<file path="src/rtl/recorder_params.svh">
// Purpose: offsets, field positions, reset values and counts for the status recorder
// Assumes: included by bare name from rtl files
// Notes:   field positions index the 32-bit view and the 31-bit history records
`ifndef RECORDER_PARAMS_SVH
`define RECORDER_PARAMS_SVH

`define RSR_VIEW_W        32
`define RSR_REC_W         31
`define RSR_BOOT_W        24
`define RSR_WDT_W         29
`define RSR_SRC_W         5
`define RSR_MSM_HI        31
`define RSR_MSM_LO        30
`define RSR_PAD_HI        29
`define RSR_PAD_LO        24
`define RSR_WDEN_BIT      29
`define RSR_REC_MSM_HI    25
`define RSR_REC_MSM_LO    24
`define RSR_SRC_EXT_RST   4
`define RSR_SRC_CRC       3
`define RSR_SRC_ERR_PIN   2
`define RSR_SRC_WDOG      1
`define RSR_SRC_LOGIC     0
`define RSR_SYNC_STAGES   3
`define RSR_REC_RESET     31'h00000000
`define RSR_CAUSE_RESET   5'h00
`define RSR_BAD_CAPTURE   32'hFFFFFFFF

`endif

</file>
<file path="src/rtl/recorder_pkg.sv">
// Purpose: shared types of the reconfiguration status recorder
// Assumes: recorder_params.svh gives widths
// Notes:   history record is packed in the printed bit order
`include "recorder_params.svh"

package recorder_pkg;

  // master state machine mode, encoding goes out in view bits 31:30
  typedef enum logic [1:0] {MSM_FACTORY, MSM_APP1, MSM_APP2} msm_e;

  // which word a capture copies into the shift register
  typedef enum logic [1:0] {CAP_VIEW, CAP_PREV1, CAP_PREV2, CAP_CAUSE} capsel_e;

  // reconfiguration triggers, one-cycle strobes on ref_clk
  typedef struct packed {
    logic ext_reset;
    logic crc_error;
    logic error_pin;
    logic wdog_timeout;
    logic logic_request;
  } evt_s;

  // one history record, 31 bits
  typedef struct packed {
    logic [`RSR_SRC_W-1:0]  source;
    logic [1:0]             msm;
    logic [`RSR_BOOT_W-1:0] boot;
  } prev_rec_s;

  // raw pins of the upgrade shift port
  typedef struct packed {
    logic       shift_clk;
    logic       capture;
    logic [1:0] sel;
    logic       data_in;
  } shift_pins_s;

endpackage

</file>
<file path="src/rtl/reconfig_status_recorder.sv">
// Purpose: records reconfiguration cause, current-state view and two history records
// Assumes: trigger strobes and mode inputs come from logic on ref_clk (10 MHz)
// Notes:   read only; user logic sees the words through a shift capture, the cause word also on cause_q
// How it works
// - cause of last reconfiguration is recorded
// - factory view: state, zero pad, boot address
// - app1 view: state, watchdog enable, timeout
// - app1 layout ignores scheme select pins
// - app2 view uses the factory layout
// - two previous-state records kept for debug
// - record one: 31 bits, one-hot source 30:26
// - simultaneous sources: highest order bit only
// - bits 25:24 hold state at leaving
// - bits 23:0 hold that load's boot address
// - status on oscillator, shifting on shift clock
// - capture copies status into shift register
// - status updated before factory load begins
// - record two: same layout, one step older
`timescale 1ns/100ps
`include "recorder_params.svh"

module reconfig_status_recorder
  import recorder_pkg::*;
(
  input  wire logic                   ref_clk,
  input  wire logic                   srst,
  input  wire evt_s                   trigger,
  input  wire msm_e                   msm_state,
  input  wire logic [`RSR_BOOT_W-1:0] boot_addr,
  input  wire logic                   wd_enable,
  input  wire logic [`RSR_WDT_W-1:0]  wd_timeout,
  input  wire logic                   upgrade_shift_clock,
  input  wire logic                   capture_pin,
  input  wire logic [1:0]             capture_sel,
  input  wire logic                   shift_data_in,
  output      logic                   shift_data_out,
  output      logic [`RSR_SRC_W-1:0]  cause_q,
  output      logic                   record_done
);

  prev_rec_s              prev1_q;
  prev_rec_s              prev2_q;
  logic                   prev1_valid_q;
  logic                   prev2_valid_q;
  logic [`RSR_VIEW_W-1:0] view_q;
  logic [`RSR_SRC_W-1:0]  src_onehot;
  logic                   any_evt;
  logic                   in_app;
  shift_pins_s            pins_raw;

  // keep only the highest order source when several arrive together
  function automatic logic [`RSR_SRC_W-1:0] pick_source(input evt_s e);
    logic [`RSR_SRC_W-1:0] v;
    v = '0;
    if (e.ext_reset)          v[`RSR_SRC_EXT_RST] = 1'b1;
    else if (e.crc_error)     v[`RSR_SRC_CRC]     = 1'b1;
    else if (e.error_pin)     v[`RSR_SRC_ERR_PIN] = 1'b1;
    else if (e.wdog_timeout)  v[`RSR_SRC_WDOG]    = 1'b1;
    else if (e.logic_request) v[`RSR_SRC_LOGIC]   = 1'b1;
    return v;
  endfunction

  // build the 32-bit current-state view for a given mode
  function automatic logic [`RSR_VIEW_W-1:0] build_view(input msm_e m,
                                                        input logic [`RSR_BOOT_W-1:0] ba,
                                                        input logic we,
                                                        input logic [`RSR_WDT_W-1:0] wt);
    logic [`RSR_VIEW_W-1:0] v;
    v = '0;
    v[`RSR_MSM_HI:`RSR_MSM_LO] = m;
    if (m == MSM_APP1)
    begin
      v[`RSR_WDEN_BIT]         = we;
      v[`RSR_WDT_W-1:0]        = wt;
    end
    else
      v[`RSR_BOOT_W-1:0]       = ba;
    return v;
  endfunction

  assign src_onehot = pick_source(trigger);
  assign any_evt    = |trigger;
  assign in_app     = (msm_state == MSM_APP1) || (msm_state == MSM_APP2);

  // raw pin bundle; the shifter does its own three-flop sampling
  assign pins_raw = {upgrade_shift_clock, capture_pin, capture_sel, shift_data_in};

  // view registered on the oscillator clock; scheme pins never enter it
  always_ff @(posedge ref_clk)
  begin
    if (srst)
      view_q <= '0;
    else
      view_q <= build_view(msm_state, boot_addr, wd_enable, wd_timeout);
  end

  // cause is written in the trigger cycle, ahead of any factory reload
  always_ff @(posedge ref_clk)
  begin
    if (srst)
      cause_q <= `RSR_CAUSE_RESET;
    else if (any_evt)
      cause_q <= src_onehot;
  end

  // one-cycle pulse tells the sequencer the status is settled
  always_ff @(posedge ref_clk)
  begin
    if (srst)
      record_done <= 1'b0;
    else
      record_done <= any_evt;
  end

  // history only follows leaving an application configuration
  always_ff @(posedge ref_clk)
  begin
    if (srst)
    begin
      prev1_q       <= `RSR_REC_RESET;
      prev2_q       <= `RSR_REC_RESET;
      prev1_valid_q <= 1'b0;
      prev2_valid_q <= 1'b0;
    end
    else if (any_evt && in_app)
    begin
      prev2_q       <= prev1_q;
      prev2_valid_q <= prev1_valid_q;
      prev1_q       <= '{source: src_onehot, msm: msm_state, boot: boot_addr};
      prev1_valid_q <= 1'b1;
    end
  end

  // shift port; no write path reaches the status words
  capture_shifter u_shift
  (
    .ref_clk        (ref_clk),
    .srst           (srst),
    .pins           (pins_raw),
    .view_word      (view_q),
    .prev1_word     (prev1_q),
    .prev2_word     (prev2_q),
    .cause_word     (cause_q),
    .prev1_valid    (prev1_valid_q),
    .prev2_valid    (prev2_valid_q),
    .shift_data_out (shift_data_out)
  );

  // checks next to the recording logic
  a_cause_onehot: assert property (@(posedge ref_clk) disable iff (srst)
    any_evt |=> $onehot(cause_q))
    else $error("cause not one-hot after trigger");

  a_ext_wins: assert property (@(posedge ref_clk) disable iff (srst)
    (trigger.ext_reset && trigger.logic_request) |=> cause_q == 5'h10)
    else $error("external reset did not win");

  a_factory_view: assert property (@(posedge ref_clk) disable iff (srst)
    msm_state == MSM_FACTORY |=>
      view_q == {2'($past(msm_state)), 6'h00, $past(boot_addr)})
    else $error("factory view layout wrong");

  a_app1_view: assert property (@(posedge ref_clk) disable iff (srst)
    msm_state == MSM_APP1 |=>
      view_q == {2'($past(msm_state)), $past(wd_enable), $past(wd_timeout)})
    else $error("app1 view layout wrong");

  a_app2_view: assert property (@(posedge ref_clk) disable iff (srst)
    msm_state == MSM_APP2 |=> view_q[29:24] == 6'h00 && view_q[23:0] == $past(boot_addr))
    else $error("app2 view layout wrong");

  a_history_shift: assert property (@(posedge ref_clk) disable iff (srst)
    (any_evt && in_app) |=> prev2_q == $past(prev1_q) && prev1_valid_q)
    else $error("history not shifted");

  a_prev1_fields: assert property (@(posedge ref_clk) disable iff (srst)
    (any_evt && in_app) |=> prev1_q.msm == $past(msm_state)
      && prev1_q.boot == $past(boot_addr) && prev1_q.source == cause_q)
    else $error("record one fields wrong");

  a_record_done: assert property (@(posedge ref_clk) disable iff (srst)
    any_evt |=> record_done ##1 (record_done == $past(any_evt)))
    else $error("record done missing");

  a_factory_keep: assert property (@(posedge ref_clk) disable iff (srst)
    (any_evt && msm_state == MSM_FACTORY) |=> $stable(prev1_q) && $stable(prev2_q))
    else $error("history changed in factory");

  // hold-time and priority checks between triggers
  a_cause_hold: assert property (@(posedge ref_clk) disable iff (srst)
    !any_evt |=> $stable(cause_q))
    else $error("cause changed without trigger");

  a_done_idle: assert property (@(posedge ref_clk) disable iff (srst)
    !any_evt |=> !record_done)
    else $error("record done without trigger");

  a_crc_wins: assert property (@(posedge ref_clk) disable iff (srst)
    (trigger.crc_error && !trigger.ext_reset) |=> cause_q == 5'h08)
    else $error("checksum source did not win");

  a_logic_loses: assert property (@(posedge ref_clk) disable iff (srst)
    (trigger.logic_request && (trigger != 5'h01)) |=> !cause_q[0])
    else $error("logic request beat a higher source");

  // a valid record always carries exactly one source bit
  a_rec_onehot: assert property (@(posedge ref_clk) disable iff (srst)
    prev1_valid_q |-> $onehot(prev1_q.source))
    else $error("record one source not one-hot");

  a_rec_two_valid: assert property (@(posedge ref_clk) disable iff (srst)
    prev2_valid_q |-> prev1_valid_q && $onehot(prev2_q.source))
    else $error("record two invalid layout");

  a_history_hold: assert property (@(posedge ref_clk) disable iff (srst)
    !(any_evt && in_app) |=> $stable(prev1_q) && $stable(prev2_q))
    else $error("history changed without an exit");

  // reset clears cause_q, record_done and both valid flags; deliberately not disabled by reset
  a_reset_clear: assert property (@(posedge ref_clk)
    srst |=> cause_q == 5'h00 && !record_done && !prev1_valid_q && !prev2_valid_q)
    else $error("reset left recorded state");

endmodule

</file>
<file path="src/rtl/capture_shifter.sv">
// Purpose: upgrade shift register, clocked by edges of the sampled shift clock pin
// Assumes: pins are asynchronous to ref_clk; shift clock well below ref_clk/4
// Notes:   shifts lsb first, serial input enters at bit 31
`timescale 1ns/100ps
`include "recorder_params.svh"

module capture_shifter
  import recorder_pkg::*;
(
  input  wire logic                   ref_clk,
  input  wire logic                   srst,
  input  wire shift_pins_s            pins,
  input  wire logic [`RSR_VIEW_W-1:0] view_word,
  input  wire logic [`RSR_REC_W-1:0]  prev1_word,
  input  wire logic [`RSR_REC_W-1:0]  prev2_word,
  input  wire logic [`RSR_SRC_W-1:0]  cause_word,
  input  wire logic                   prev1_valid,
  input  wire logic                   prev2_valid,
  output      logic                   shift_data_out
);

  localparam int PW = $bits(shift_pins_s);

  logic [PW-1:0]          s1_q;
  logic [PW-1:0]          s2_q;
  logic [PW-1:0]          s3_q;
  shift_pins_s            stable_q;
  logic [`RSR_VIEW_W-1:0] shreg_q;
  logic                   clk_prev_q;
  logic                   shift_edge;
  logic [`RSR_VIEW_W-1:0] load_word;

  // three-stage sampling; a bit changes once stages two and three agree
  genvar g;
  generate
    for (g = 0; g < PW; g++)
    begin : g_sync
      always_ff @(posedge ref_clk)
      begin
        if (srst)
        begin
          s1_q[g] <= 1'b0;
          s2_q[g] <= 1'b0;
          s3_q[g] <= 1'b0;
        end
        else
        begin
          s1_q[g] <= pins[g];
          s2_q[g] <= s1_q[g];
          s3_q[g] <= s2_q[g];
        end
      end
    end
  endgenerate

  // filtered pin values, held while stages disagree
  always_ff @(posedge ref_clk)
  begin
    if (srst)
      stable_q <= '0;
    else
      stable_q <= shift_pins_s'((s2_q & s3_q) | (stable_q & (s2_q | s3_q)));
  end

  always_ff @(posedge ref_clk)
  begin
    if (srst)
      clk_prev_q <= 1'b0;
    else
      clk_prev_q <= stable_q.shift_clk;
  end

  assign shift_edge = stable_q.shift_clk & ~clk_prev_q;

  // word chosen for capture; an early history capture returns the marker
  always_comb
  begin
    load_word = `RSR_BAD_CAPTURE;
    case (capsel_e'(stable_q.sel))
      CAP_VIEW:  load_word = view_word;
      CAP_PREV1: if (prev1_valid) load_word = {1'b0, prev1_word};
      CAP_PREV2: if (prev2_valid) load_word = {1'b0, prev2_word};
      default:   load_word = {{(`RSR_VIEW_W-`RSR_SRC_W){1'b0}}, cause_word};
    endcase
  end

  // capture copies status in, otherwise each edge shifts one bit out
  always_ff @(posedge ref_clk)
  begin
    if (srst)
      shreg_q <= '0;
    else if (shift_edge && stable_q.capture)
      shreg_q <= load_word;
    else if (shift_edge)
      shreg_q <= {stable_q.data_in, shreg_q[`RSR_VIEW_W-1:1]};
  end

  always_ff @(posedge ref_clk)
  begin
    if (srst)
      shift_data_out <= 1'b0;
    else
      shift_data_out <= shreg_q[0];
  end

endmodule

</file>
<file path="config.mk">
export PLATFORM = sky130hd
export DESIGN_NAME = reconfig_status_recorder
export DESIGN_NICKNAME = d
export VERILOG_FILES = /design/src/rtl/recorder_pkg.sv /design/src/rtl/reconfig_status_recorder.sv /design/src/rtl/capture_shifter.sv
export VERILOG_INCLUDE_DIRS = /design/src /design/src/rtl
export SDC_FILE = /design/constraint.sdc
export NUM_CORES = 1
export LEC_CHECK = 0
export BUFFER_PORTS_ARGS = -buffer_cell sky130_fd_sc_hd__buf_2
export CAP_MARGIN = 20
export CORE_MARGIN = 8
export CORE_UTILIZATION = 55
export DETAILED_ROUTE_END_ITERATION = 8
export PLACE_DENSITY = 0.88
export SYNTH_ARGS = -nofsm -noshare
export SYNTH_HDL_FRONTEND = slang
export SYNTH_SLANG_ARGS = --single-unit
</file>
<file path="constraint.sdc">
create_clock -name ref_clk -period 1.9 [get_ports ref_clk]
set_input_delay 0.095 -clock ref_clk [delete_from_list [all_inputs] [get_ports ref_clk]]
set_output_delay 0.095 -clock ref_clk [all_outputs]
set_load 0.02 [all_outputs]
</file>
== Word level (Yosys, flattened, before mapping) ==
Index checks and enable logic that the tools add are counted.
Word-level totals
  output and inout port bits: 7
  register bits after elaboration: 156
Operators by class
  reductions and logical operators: 7
  equality and inequality tests: 4
  multiplexer cells: 15
  bitwise gates (word level): 7
Operator list (number)
  32-bit 2-to-1 mux: 4
  32-bit one-hot mux with 3 select lines: 1
  24-bit 2-to-1 mux: 1
  5-bit bitwise AND: 2
  5-bit OR: 2
  1-bit 2-to-1 mux: 6
  5-bit OR reduction: 1
  2-bit by 1-bit == test with 1-bit output, second input constant: 2
  2-bit == test, second input constant: 2
  4-bit 2-to-1 mux: 1
  3-bit 2-to-1 mux: 1
  1-bit logical AND: 2
  2-bit zero test: 1
  2-bit 2-to-1 mux: 1
  1-bit inverter: 2
  2-bit nonzero test: 1
  2-bit OR reduction: 1
  1-bit bitwise AND: 1
  1-bit logical OR: 1

== Logic depth before layout (Yosys ltp) ==
Gate-level depths: netlist (run 1).
  depth after elaboration: 5
  gate-level depth with buffers: 8
  gate-level depth less buffers: 6

== Hierarchy ==
A second synthesis (run 1) with hierarchy kept.
Second synthesis, totals
  cells, all modules: 944
  area, all modules: 8518.2 um2
Modules (own cells, without submodules)
  reconfig_status_recorder: cells each 559, instances 1, area each 4917.2 um2
  capture_shifter: cells each 385, instances 1, area each 3601.0 um2

== Worst setup path before layout (run 1) ==
No wires, ideal clock.
  kind: flip-flop to flip-flop
  start: register u_shift.stable_q[1] (netlist name)
  end: register u_shift.shreg_q[11]
  slack: 0.363 ns
  period minus slack after synthesis: 1.537 ns
  cell stages (with the launch flop): 8
  setup time: 0.086 ns
  arrival time: 1.451 ns
  cells stage by stage: dfxtp_1 buf_2 nand2_1 and3_1 clkbuf_1 clkbuf_1 o21ai_1 a211oi_1
Between the ends
  word-level cells in the longest chain between the ends: 3
  elaborated cells between the ends (all ways): 5
RTL lines
  start, declared: RTL line capture_shifter.sv:27  | shift_pins_s stable_q;
  start signal, assigned: RTL line capture_shifter.sv:62  | stable_q <= shift_pins_s'((s2_q & s3_q) | (stable_q & (s2_q | s3_q)));
  2-bit == test (tied with other cells): RTL line capture_shifter.sv:79  | case (capsel_e'(stable_q.sel))
  32-bit one-hot mux with 3 select lines *: RTL line capture_shifter.sv:79
  32-bit 2-to-1 mux *: RTL line capture_shifter.sv:92  | else if (shift_edge && stable_q.capture)
  end signal, assigned: RTL line capture_shifter.sv:93  | shreg_q <= load_word;
  end signal, assigned: RTL line capture_shifter.sv:95  | shreg_q <= {stable_q.data_in, shreg_q[`RSR_VIEW_W-1:1]};
  end, declared: RTL line capture_shifter.sv:28  | logic [`RSR_VIEW_W-1:0] shreg_q;
Every way passes the cells marked *; elsewhere a longest branch is shown, timed or not.
A chain may end at the register's enable or synchronous reset.

== Worst setup path after layout (run 1) ==
  start: input port msm_state[1]
  end: register view_q[4]
Between the ends
  word-level cells in the longest chain between the ends: 2
RTL lines
  start, declared: RTL line reconfig_status_recorder.sv:28  | input wire msm_e msm_state,
  2-bit by 1-bit == test with 1-bit output: RTL line reconfig_status_recorder.sv:71  | if (m == MSM_APP1)
  24-bit 2-to-1 mux: RTL line reconfig_status_recorder.sv:71
  end signal, assigned: RTL line reconfig_status_recorder.sv:94  | view_q <= build_view(msm_state, boot_addr, wd_enable, wd_timeout);
  end, declared: RTL line reconfig_status_recorder.sv:45  | logic [`RSR_VIEW_W-1:0] view_q;
Every way passes these cells.

==> results of run 1 <==
==> flip-flops by register name, indices dropped and copies added, names as in the netlist <==
register                count
u_shift.s3_q                5
record_done                 1
u_shift.s1_q                5
prev2_q                    31
u_shift.s2_q                5
prev2_valid_q               1
u_shift.clk_prev_q          1
u_shift.shift_data_out      1
u_shift.stable_q            5
prev1_q                    31
u_shift.shreg_q            32
cause_q                     5
view_q                     32
prev1_valid_q               1
==> kinds of logic after synthesis <==
group,Yosys count,share of synthesized area (%)
compound gates,240,24.4
buf+inv,80,5.52
fa+ha+maj,1,0.185
flops,156,46.1
simple gates,295,20.3
mux,24,3.55
==> how the worst min path moves through the flow <==
stage / startpoint / endpoint / slack [ns] / depth (start not counted)
after floorplan: trigger[4] / cause_q[4]$_SDFFE_PP0P_ / 0.21 / 2
after global placement: wd_enable / view_q[29]$_SDFF_PP0_ / 0.30 / 2
after detailed placement: wd_enable / view_q[29]$_SDFF_PP0_ / 0.30 / 2
after CTS: trigger[0] / cause_q[0]$_SDFFE_PP0P_ / 0.003 / 3
after global routing: trigger[0] / cause_q[0]$_SDFFE_PP0P_ / 0.07 / 3
final: trigger[0] / cause_q[0]$_SDFFE_PP0P_ / 0.05 / 3
==> cell usage after synthesis <==
master | count | share of area, %
nand2b_1 | 54 | 5.0
nor2_1 | 72 | 4.0
a21oi_1 | 72 | 5.3
o22ai_1 | 5 | 0.46
nand2_1 | 125 | 6.9
o21ai_1 | 17 | 1.3
mux2i_1 | 24 | 3.5
or4_1 | 1 | 0.11
o2111ai_1 | 5 | 0.65
nor3_1 | 2 | 0.15
a2bb2oi_1 | 1 | 0.13
o21a_1 | 1 | 0.11
o21ai_0 | 16 | 1.2
o21ai_4 | 1 | 0.24
nor3b_1 | 5 | 0.55
a22oi_1 | 1 | 0.11
a22o_1 | 24 | 3.1
buf_6 | 8 | 1.3
and2_1 | 6 | 0.55
nor2b_1 | 22 | 2.0
or3_1 | 1 | 0.092
and3_1 | 1 | 0.092
buf_2 | 11 | 0.81
a21oi_2 | 57 | 7.4
a211oi_1 | 33 | 3.7
ha_1 | 1 | 0.18
inv_1 | 10 | 0.55
or3b_2 | 1 | 0.13
dfxtp_1 | 156 | 46
buf_1 | 4 | 0.22
a311oi_1 | 2 | 0.26
and3b_1 | 5 | 0.65
clkbuf_1 | 47 | 2.6
o21bai_1 | 5 | 0.55
==> worst register-to-register path, cell delays in order (launching register included) <==
cell and delay [ns]:
dfxtp_1 0.39, buf_4 0.19, nor2b_1 0.24, buf_6 0.25
a22o_1 0.21, o21ai_1 0.10, a211oi_1 0.30
==> through the flow <==
| step | utilization [%] | instances |
|---|---|---|
| 2_1_floorplan | - | 796 |
| 4_1_cts | 72.6 | 1092 |
| 3_3_place_gp | 60.6 | 974 |
| 6_report | 72.8 | 1093 |
| 5_1_grt | 72.8 | 1093 |
| 3_5_place_dp | 60.6 | 974 |
==> final cells by class <==
type	count	area, um^2	area share, %
Inverter	10	37.5	0.429
Sequential cell	156	3120	35.7
Timing Repair Buffer	187	1530	17.5
Antenna cell	1	2.50	0.0286
Tap cell	147	184	2.10
Clock buffer	18	439	5.02
Clock inverter	14	135	1.54
Multi-Input combinational cell	560	3300	37.7
==> repair_timing <==
action,CTS,global route
setup endpoints to repair,0,26
hold buffers,86,0
gates resized for setup,0,9
endpoints found under the hold margin,66,0
==> power breakdown <==
| group | switching (W) | internal (W) |
|---|---|---|
| registers | 0.0000891 | 0.00341 |
| logic | 0.000466 | 0.000410 |
| clock network | 0.00149 | 0.00187 |
==> per-layer routing <==
metal | wire [um] | share of wire, % | global-route usage (%)
met4 | 1160 | 5.6 | 14.3
met1 | 7710 | 37 | 28.4
met2 | 10000 | 49 | 42.6
met5 | 0 | 0 | 0
met3 | 1700 | 8.3 | 5.99
==> impl_metrics.yaml, run 1 <==
die:
  start_util_pct: 56.4
  pin_count: 75
  coreArea_mm2: 0.0120
  die_h_um: 127
  die_area_mm2: 0.0161
  chipWidth_um: 127
  num_rows: 40
worst_hold_path:
  min_path_type: "in -> reg"
critical_path:
  crit_path_max_incr_delay_ns: 0.59
  criticalPathCategory: "in -> reg"
  cp-endpoint: "view_q[4]$_SDFF_PP0_"
  cpMostUsedCell: "dlygate4sd3_1"
  r2r_cells: 6
  rr_endpoint: "u_shift.shreg_q[23]$_SDFFE_PP0P_"
  critPathSlowestCell: "dlygate4sd3_1"
  cp_top_family: "buffers and inverters"
  worst-path-stages: 8
  cp_max_fo: 14
  cp-start-kind: "primary input"
  crit_buf_inv: 5
  worstSetupStartpoint: "msm_state[1]"
  critPathRequiredTime_ns: 2.22
  cp-end-kind: "flop"
  cp.arrival_ns: 2.21
  rrSetupSlack_ns: 0.12
  r2r-start: "u_shift.stable_q[2]$_SDFF_PP0_"
  critical_path.cell_chain: "dlygate4sd3_1, buf_2, inv_1, ha_2, buf_6, mux2i_2, dlygate4sd3_1, nor2_1"
timing:
  hold_slack_ns: 0.0462
  slew_viol_final: 0
  period_share_pct: 99.3
  setup_viol: 0
  fin_skew_ns: 0.0111
  layout_min_cycle_time_ns: 1.89
  hold_viol_final: 0
  fmax_ghz: 0.530
  rsz0062_at_grt: "yes"
  tns_ns: 0
  slew_headroom_pct: 31.6
  worst_slew_pin_slew_ns: 1.02
  setup_slack_ns: 0.0134
synthesis:
  syn_area_mm2: 0.00678
  syn_nets: 865
  yosysWarningCount: 0
  yosysSeqAreaShare_pct: 46.1
  syn_inst: 796
  synth_seq_cells: 156
  syn_avg_cell_area_um2: 8.51
  ys_types: 34
clock_network:
  cts_tree: "built"
  cts_root_buf: "clkbuf_16"
  htreeDepth: 4
  postCtsSetupBuffers: 0
  numCtsBuffers: 17
  clock_sinks: 156
  cts.clk_slew.worst_paths_ns: 0.07
  clock_path_buffers: 2
  clkLatencyLatePin_ns: 0.43
routing:
  wirelength_um: 20600
  drc: 0
  wl_per_cell_um: 18.8
  viasPerCell: 6.05
  first_iter_violations: 744
  vias: 6611
  first_pass_iters: 7
  ant_nets: 0
place:
  place_area_mm2: 0.00728
  place.port_buffers: 74
  dp_slack_ns: 0.246
  hpwl_um: 10700
  gp_congestion: 0.958
cells_and_area:
  stdcell_area_mm2: 0.00875
  fillers: 722
  drive_above_1_share_pct: 21.3
  fin_nets: 1001
  layout.cells.most_common: "dfxtp_1"
  syn2layout_area_growth_pct: 29.1
  mostFrequentLayoutCells: "155 x dfxtp_1, 125 x nand2_1, 86 x dlygate4sd3_1"
global_route:
  grt_max_degree: 60
  antenna_found_initial: 1
  grt_usage_pct: 25.1
  grt_first_pass_wirelength_um: 32600
  overflow: 0
  grt_pass1_vias: 6476
power:
  irDropWorstVdd_mv: 0.696
  p_leak_nw: 3.35
  power.density_mw_per_mm2: 883
  p_total_w: 0.00773
job:
  cap_violations: 0
outcome:
  outcome: "complete, no violations"
No activity file was read; power rests on OpenSTA's default activity.
==> run 2, diff against run 1 <==
--- a/config.mk
+++ b/config.mk
@@ -6,12 +6,13 @@
 export SDC_FILE = /design/constraint.sdc
 export NUM_CORES = 1
 export LEC_CHECK = 0
+export ABC_AREA = 1
 export BUFFER_PORTS_ARGS = -buffer_cell sky130_fd_sc_hd__buf_2
 export CAP_MARGIN = 20
 export CORE_MARGIN = 8
-export CORE_UTILIZATION = 55
+export CORE_UTILIZATION = 45
 export DETAILED_ROUTE_END_ITERATION = 8
-export PLACE_DENSITY = 0.88
+export PLACE_DENSITY = 0.76
 export SYNTH_ARGS = -nofsm -noshare
 export SYNTH_HDL_FRONTEND = slang
 export SYNTH_SLANG_ARGS = --single-unit
==> run 2 against run 1 <==
  * Final cell count rose by 16%
  * Register-to-register slack improved by 0.28 ns
  * Via count fell by 5.9%
  * Hold slack got worse by 0.027 ns
  * Clock power rose by 6.9%
  * Utilization fell by 13 points
  * Flip-flop and latch count did not move
  * Critical path type unchanged
  * Critical endpoint is now prev1_q[14]$_SDFFE_PP0P_
  * Highest routed layer unchanged
==> impl_metrics.yaml, run 2 <==
cells_and_area:
  mostFrequentLayoutCells: "214 x nor2_1, 156 x dfxtp_1, 150 x nand2_1"
  layout.cells.most_common: "nor2_1"
  fillers: 1248
  antenna_cells: 0
  top_regs: "u_shift.shreg_q (32), view_q (32)"
  final_cells: 1272
  fin_nets: 1144
  syn2layout_area_growth_pct: 30.2
  drive_above_1_share_pct: 12.6
synthesis:
  yosysSeqAreaShare_pct: 47.6
  synthTopCellsByArea: "dfxtp_1 48%, nor2_1 12%, o21ai_0 9.8%"
  synthTopCellsByCount: "214 x nor2_1, 156 x dfxtp_1, 150 x nand2_1"
  ys.flop_type: "dfxtp_1"
  synth_seq_cells: 156
  synth_top_area_share_pct: 47.6
  synth-edff-count: 0
  ys_types: 25
  synth.largest_area_cell: "dfxtp_1"
  syn_nets: 999
  synth.most_common_cell: "nor2_1"
  syn_area_mm2: 0.00657
  syn_inst: 930
  syn_avg_cell_area_um2: 7.06
  async_flop_share_pct: 0
  yosysWarningCount: 0
worst_hold_path:
  min_path_type: "in -> reg"
  hold_depth: 4
  whs_endpoint: "prev1_q[26]$_SDFFE_PP0P_"
  hold_start: "trigger[2]"
job:
  cap_violations: 0
global_route:
  grt_first_pass_wirelength_um: 28100
  grt_pass1_vias: 6112
  grt_max_degree: 63
  antenna_found_initial: 0
  overflow: 0
  grt_usage_pct: 18.6
critical_path:
  cp-start-kind: "primary input"
  cp-end-kind: "flop"
  cp.arrival_ns: 2.02
  rrSetupSlack_ns: 0.40
  criticalPathCategory: "in -> reg"
  r2r_cells: 5
  cp_max_fo: 26
  critPathRequiredTime_ns: 2.26
  rr_endpoint: "u_shift.shreg_q[23]$_SDFFE_PP0P_"
  r2r-start: "u_shift.stable_q[4]$_SDFF_PP0_"
clock_network:
  cts_tree: "built"
  clock_sinks: 156
  cts.clk_slew.worst_paths_ns: 0.06
  postCtsSetupBuffers: 0
  cts_resized: 0
  cts_root_buf: "clkbuf_16"
  clkLatencyLatePin_ns: 0.42
  clock_path_buffers: 2
  numCtsBuffers: 17
  htreeDepth: 4
die:
  chipWidth_um: 137
  die_area_mm2: 0.0187
  start_util_pct: 45.7
  die_h_um: 137
  pin_count: 75
  coreArea_mm2: 0.0144
  num_rows: 44
power:
  p_total_w: 0.00802
  irDropWorstVdd_mv: 0.571
  clkPwrFrac_pct: 44.6
  pwr-share-seq_pct: 44.6
  switching_share_pct: 23.6
  p_leak_nw: 3.84
  power.density_mw_per_mm2: 938
  p_comb_share_pct: 10.7
  intPower_w: 0.00612
  netSwitchingPower_w: 0.00189
timing:
  hold_viol_final: 0
  period_share_pct: 87.1
  setup_slack_ns: 0.244
  worst_slew_pin_slew_ns: 0.968
  rsz0062_at_grt: "no"
  tns_ns: 0
  fmax_ghz: 0.604
  slew_headroom_pct: 35.4
  fin_skew_ns: 0.00611
  slew_viol_final: 0
  setup_viol: 0
  layout_min_cycle_time_ns: 1.66
place:
  gp_congestion: 0.836
  dp_cells: 1151
  place.port_buffers: 74
  dp_slack_ns: 0.425
  hpwl_um: 10100
routing:
  drc: 0
  route.met3.wl_um: 747
  vias: 6223
  routed.top_layer: "met4"
  wirelength_um: 16500
  drt-met1-wl_um: 7420
  viasPerCell: 4.89
  first_pass_iters: 5
  first_iter_violations: 442
  ant_nets: 0
  wl_met2_um: 7910
  wl_per_cell_um: 13.0
outcome:
  outcome: "complete, no violations"
==> run 2: cell types whose count changed in the layout (fill, tap and decap cells not counted), moves of 28 or more <==
cell      delta
a211oi_1    -31
a21oi_2     -57
inv_1       +68
nand2b_1    -54
nand3_1     +28
nor2_1     +143
o21ai_0    +113
==> run 2: what timing repair did <==
item                       CTS  global route
setup endpoints to repair    0             0
hold endpoints to repair    64             0
hold buffers                89             0
==> run 2: per-layer routing <==
layer / track usage (%) / vias to the layer above
met2: 30.7 / 154
met3: 4.00 / 30
met4: 8.21 / 0
met5: 0 / -
li1: - / 3233
met1: 22.8 / 2806
==> run 2: power groups by stage <==
stage          sequential [W]  clock, W  combinational (W)
2_1_floorplan         0.00362         0           0.000538
3_5_place_dp          0.00365         0           0.000698
4_1_cts               0.00358   0.00361           0.000852
6_report              0.00358   0.00358           0.000861
3_3_place_gp          0.00364         0           0.000685
5_1_grt               0.00360   0.00375           0.000982
==> run 2: cells by family (layout without fill, tap and decap cells) <==
kind of cell / after synthesis / count (layout) / share of synthesized area [%]
buffers and inverters: 141 / 299 / 10.3
AO/OA/AOI/OAI: 232 / 232 / 17.8
flip-flops: 156 / 156 / 47.6
AND/OR/NAND/NOR: 400 / 400 / 24.1
adder cells (fa/ha/maj): 1 / 1 / 0.191
==> run 2: worst max-delay path, cell delays in order <==
cell and delay [ns]:
dlygate4sd3_1 0.54, buf_2 0.16, nor2_2 0.20, nand3b_4 0.15
nand2_4 0.23, buf_4 0.34, o21ai_0 0.18, nor2_1 0.11
==> run 2: cell type report <==
cell class | instances | area (um^2) | share of cell area (%)
clock inverter | 11 | 166 | 1.95
multi-input combinational | 633 | 2770 | 32.4
clock buffer | 21 | 460 | 5.39
timing repair buffer | 185 | 1490 | 17.4
inverter | 82 | 313 | 3.66
tap | 184 | 230 | 2.69
sequential | 156 | 3120 | 36.5
==> run 2: worst max-delay path by stage <==
stage / from / depth (start not counted) / to
2_1_floorplan: prev1_valid_q$_SDFFE_PP0P_ / 7 / u_shift.shreg_q[11]$_SDFFE_PP0P_
5_1_grt: trigger[4] / 8 / prev1_q[14]$_SDFFE_PP0P_
4_1_cts: trigger[4] / 8 / prev2_q[18]$_SDFFE_PP0P_
3_3_place_gp: msm_state[0] / 7 / prev1_q[25]$_SDFFE_PP0P_
6_report: trigger[4] / 8 / prev1_q[14]$_SDFFE_PP0P_
3_5_place_dp: msm_state[0] / 7 / prev1_q[6]$_SDFFE_PP0P_
==> run 2: through the flow <==
stage / utilization (%) / hold slack, ns / instance area [um^2]
after CTS: 59.5 / 0.000246 / 8550
after floorplan: - / 0.202 / 6570
after global routing: 59.5 / 0.0345 / 8550
after global placement: 48.9 / 0.299 / 7030
after detailed placement: 48.9 / 0.303 / 7030
final: 59.5 / 0.0197 / 8550
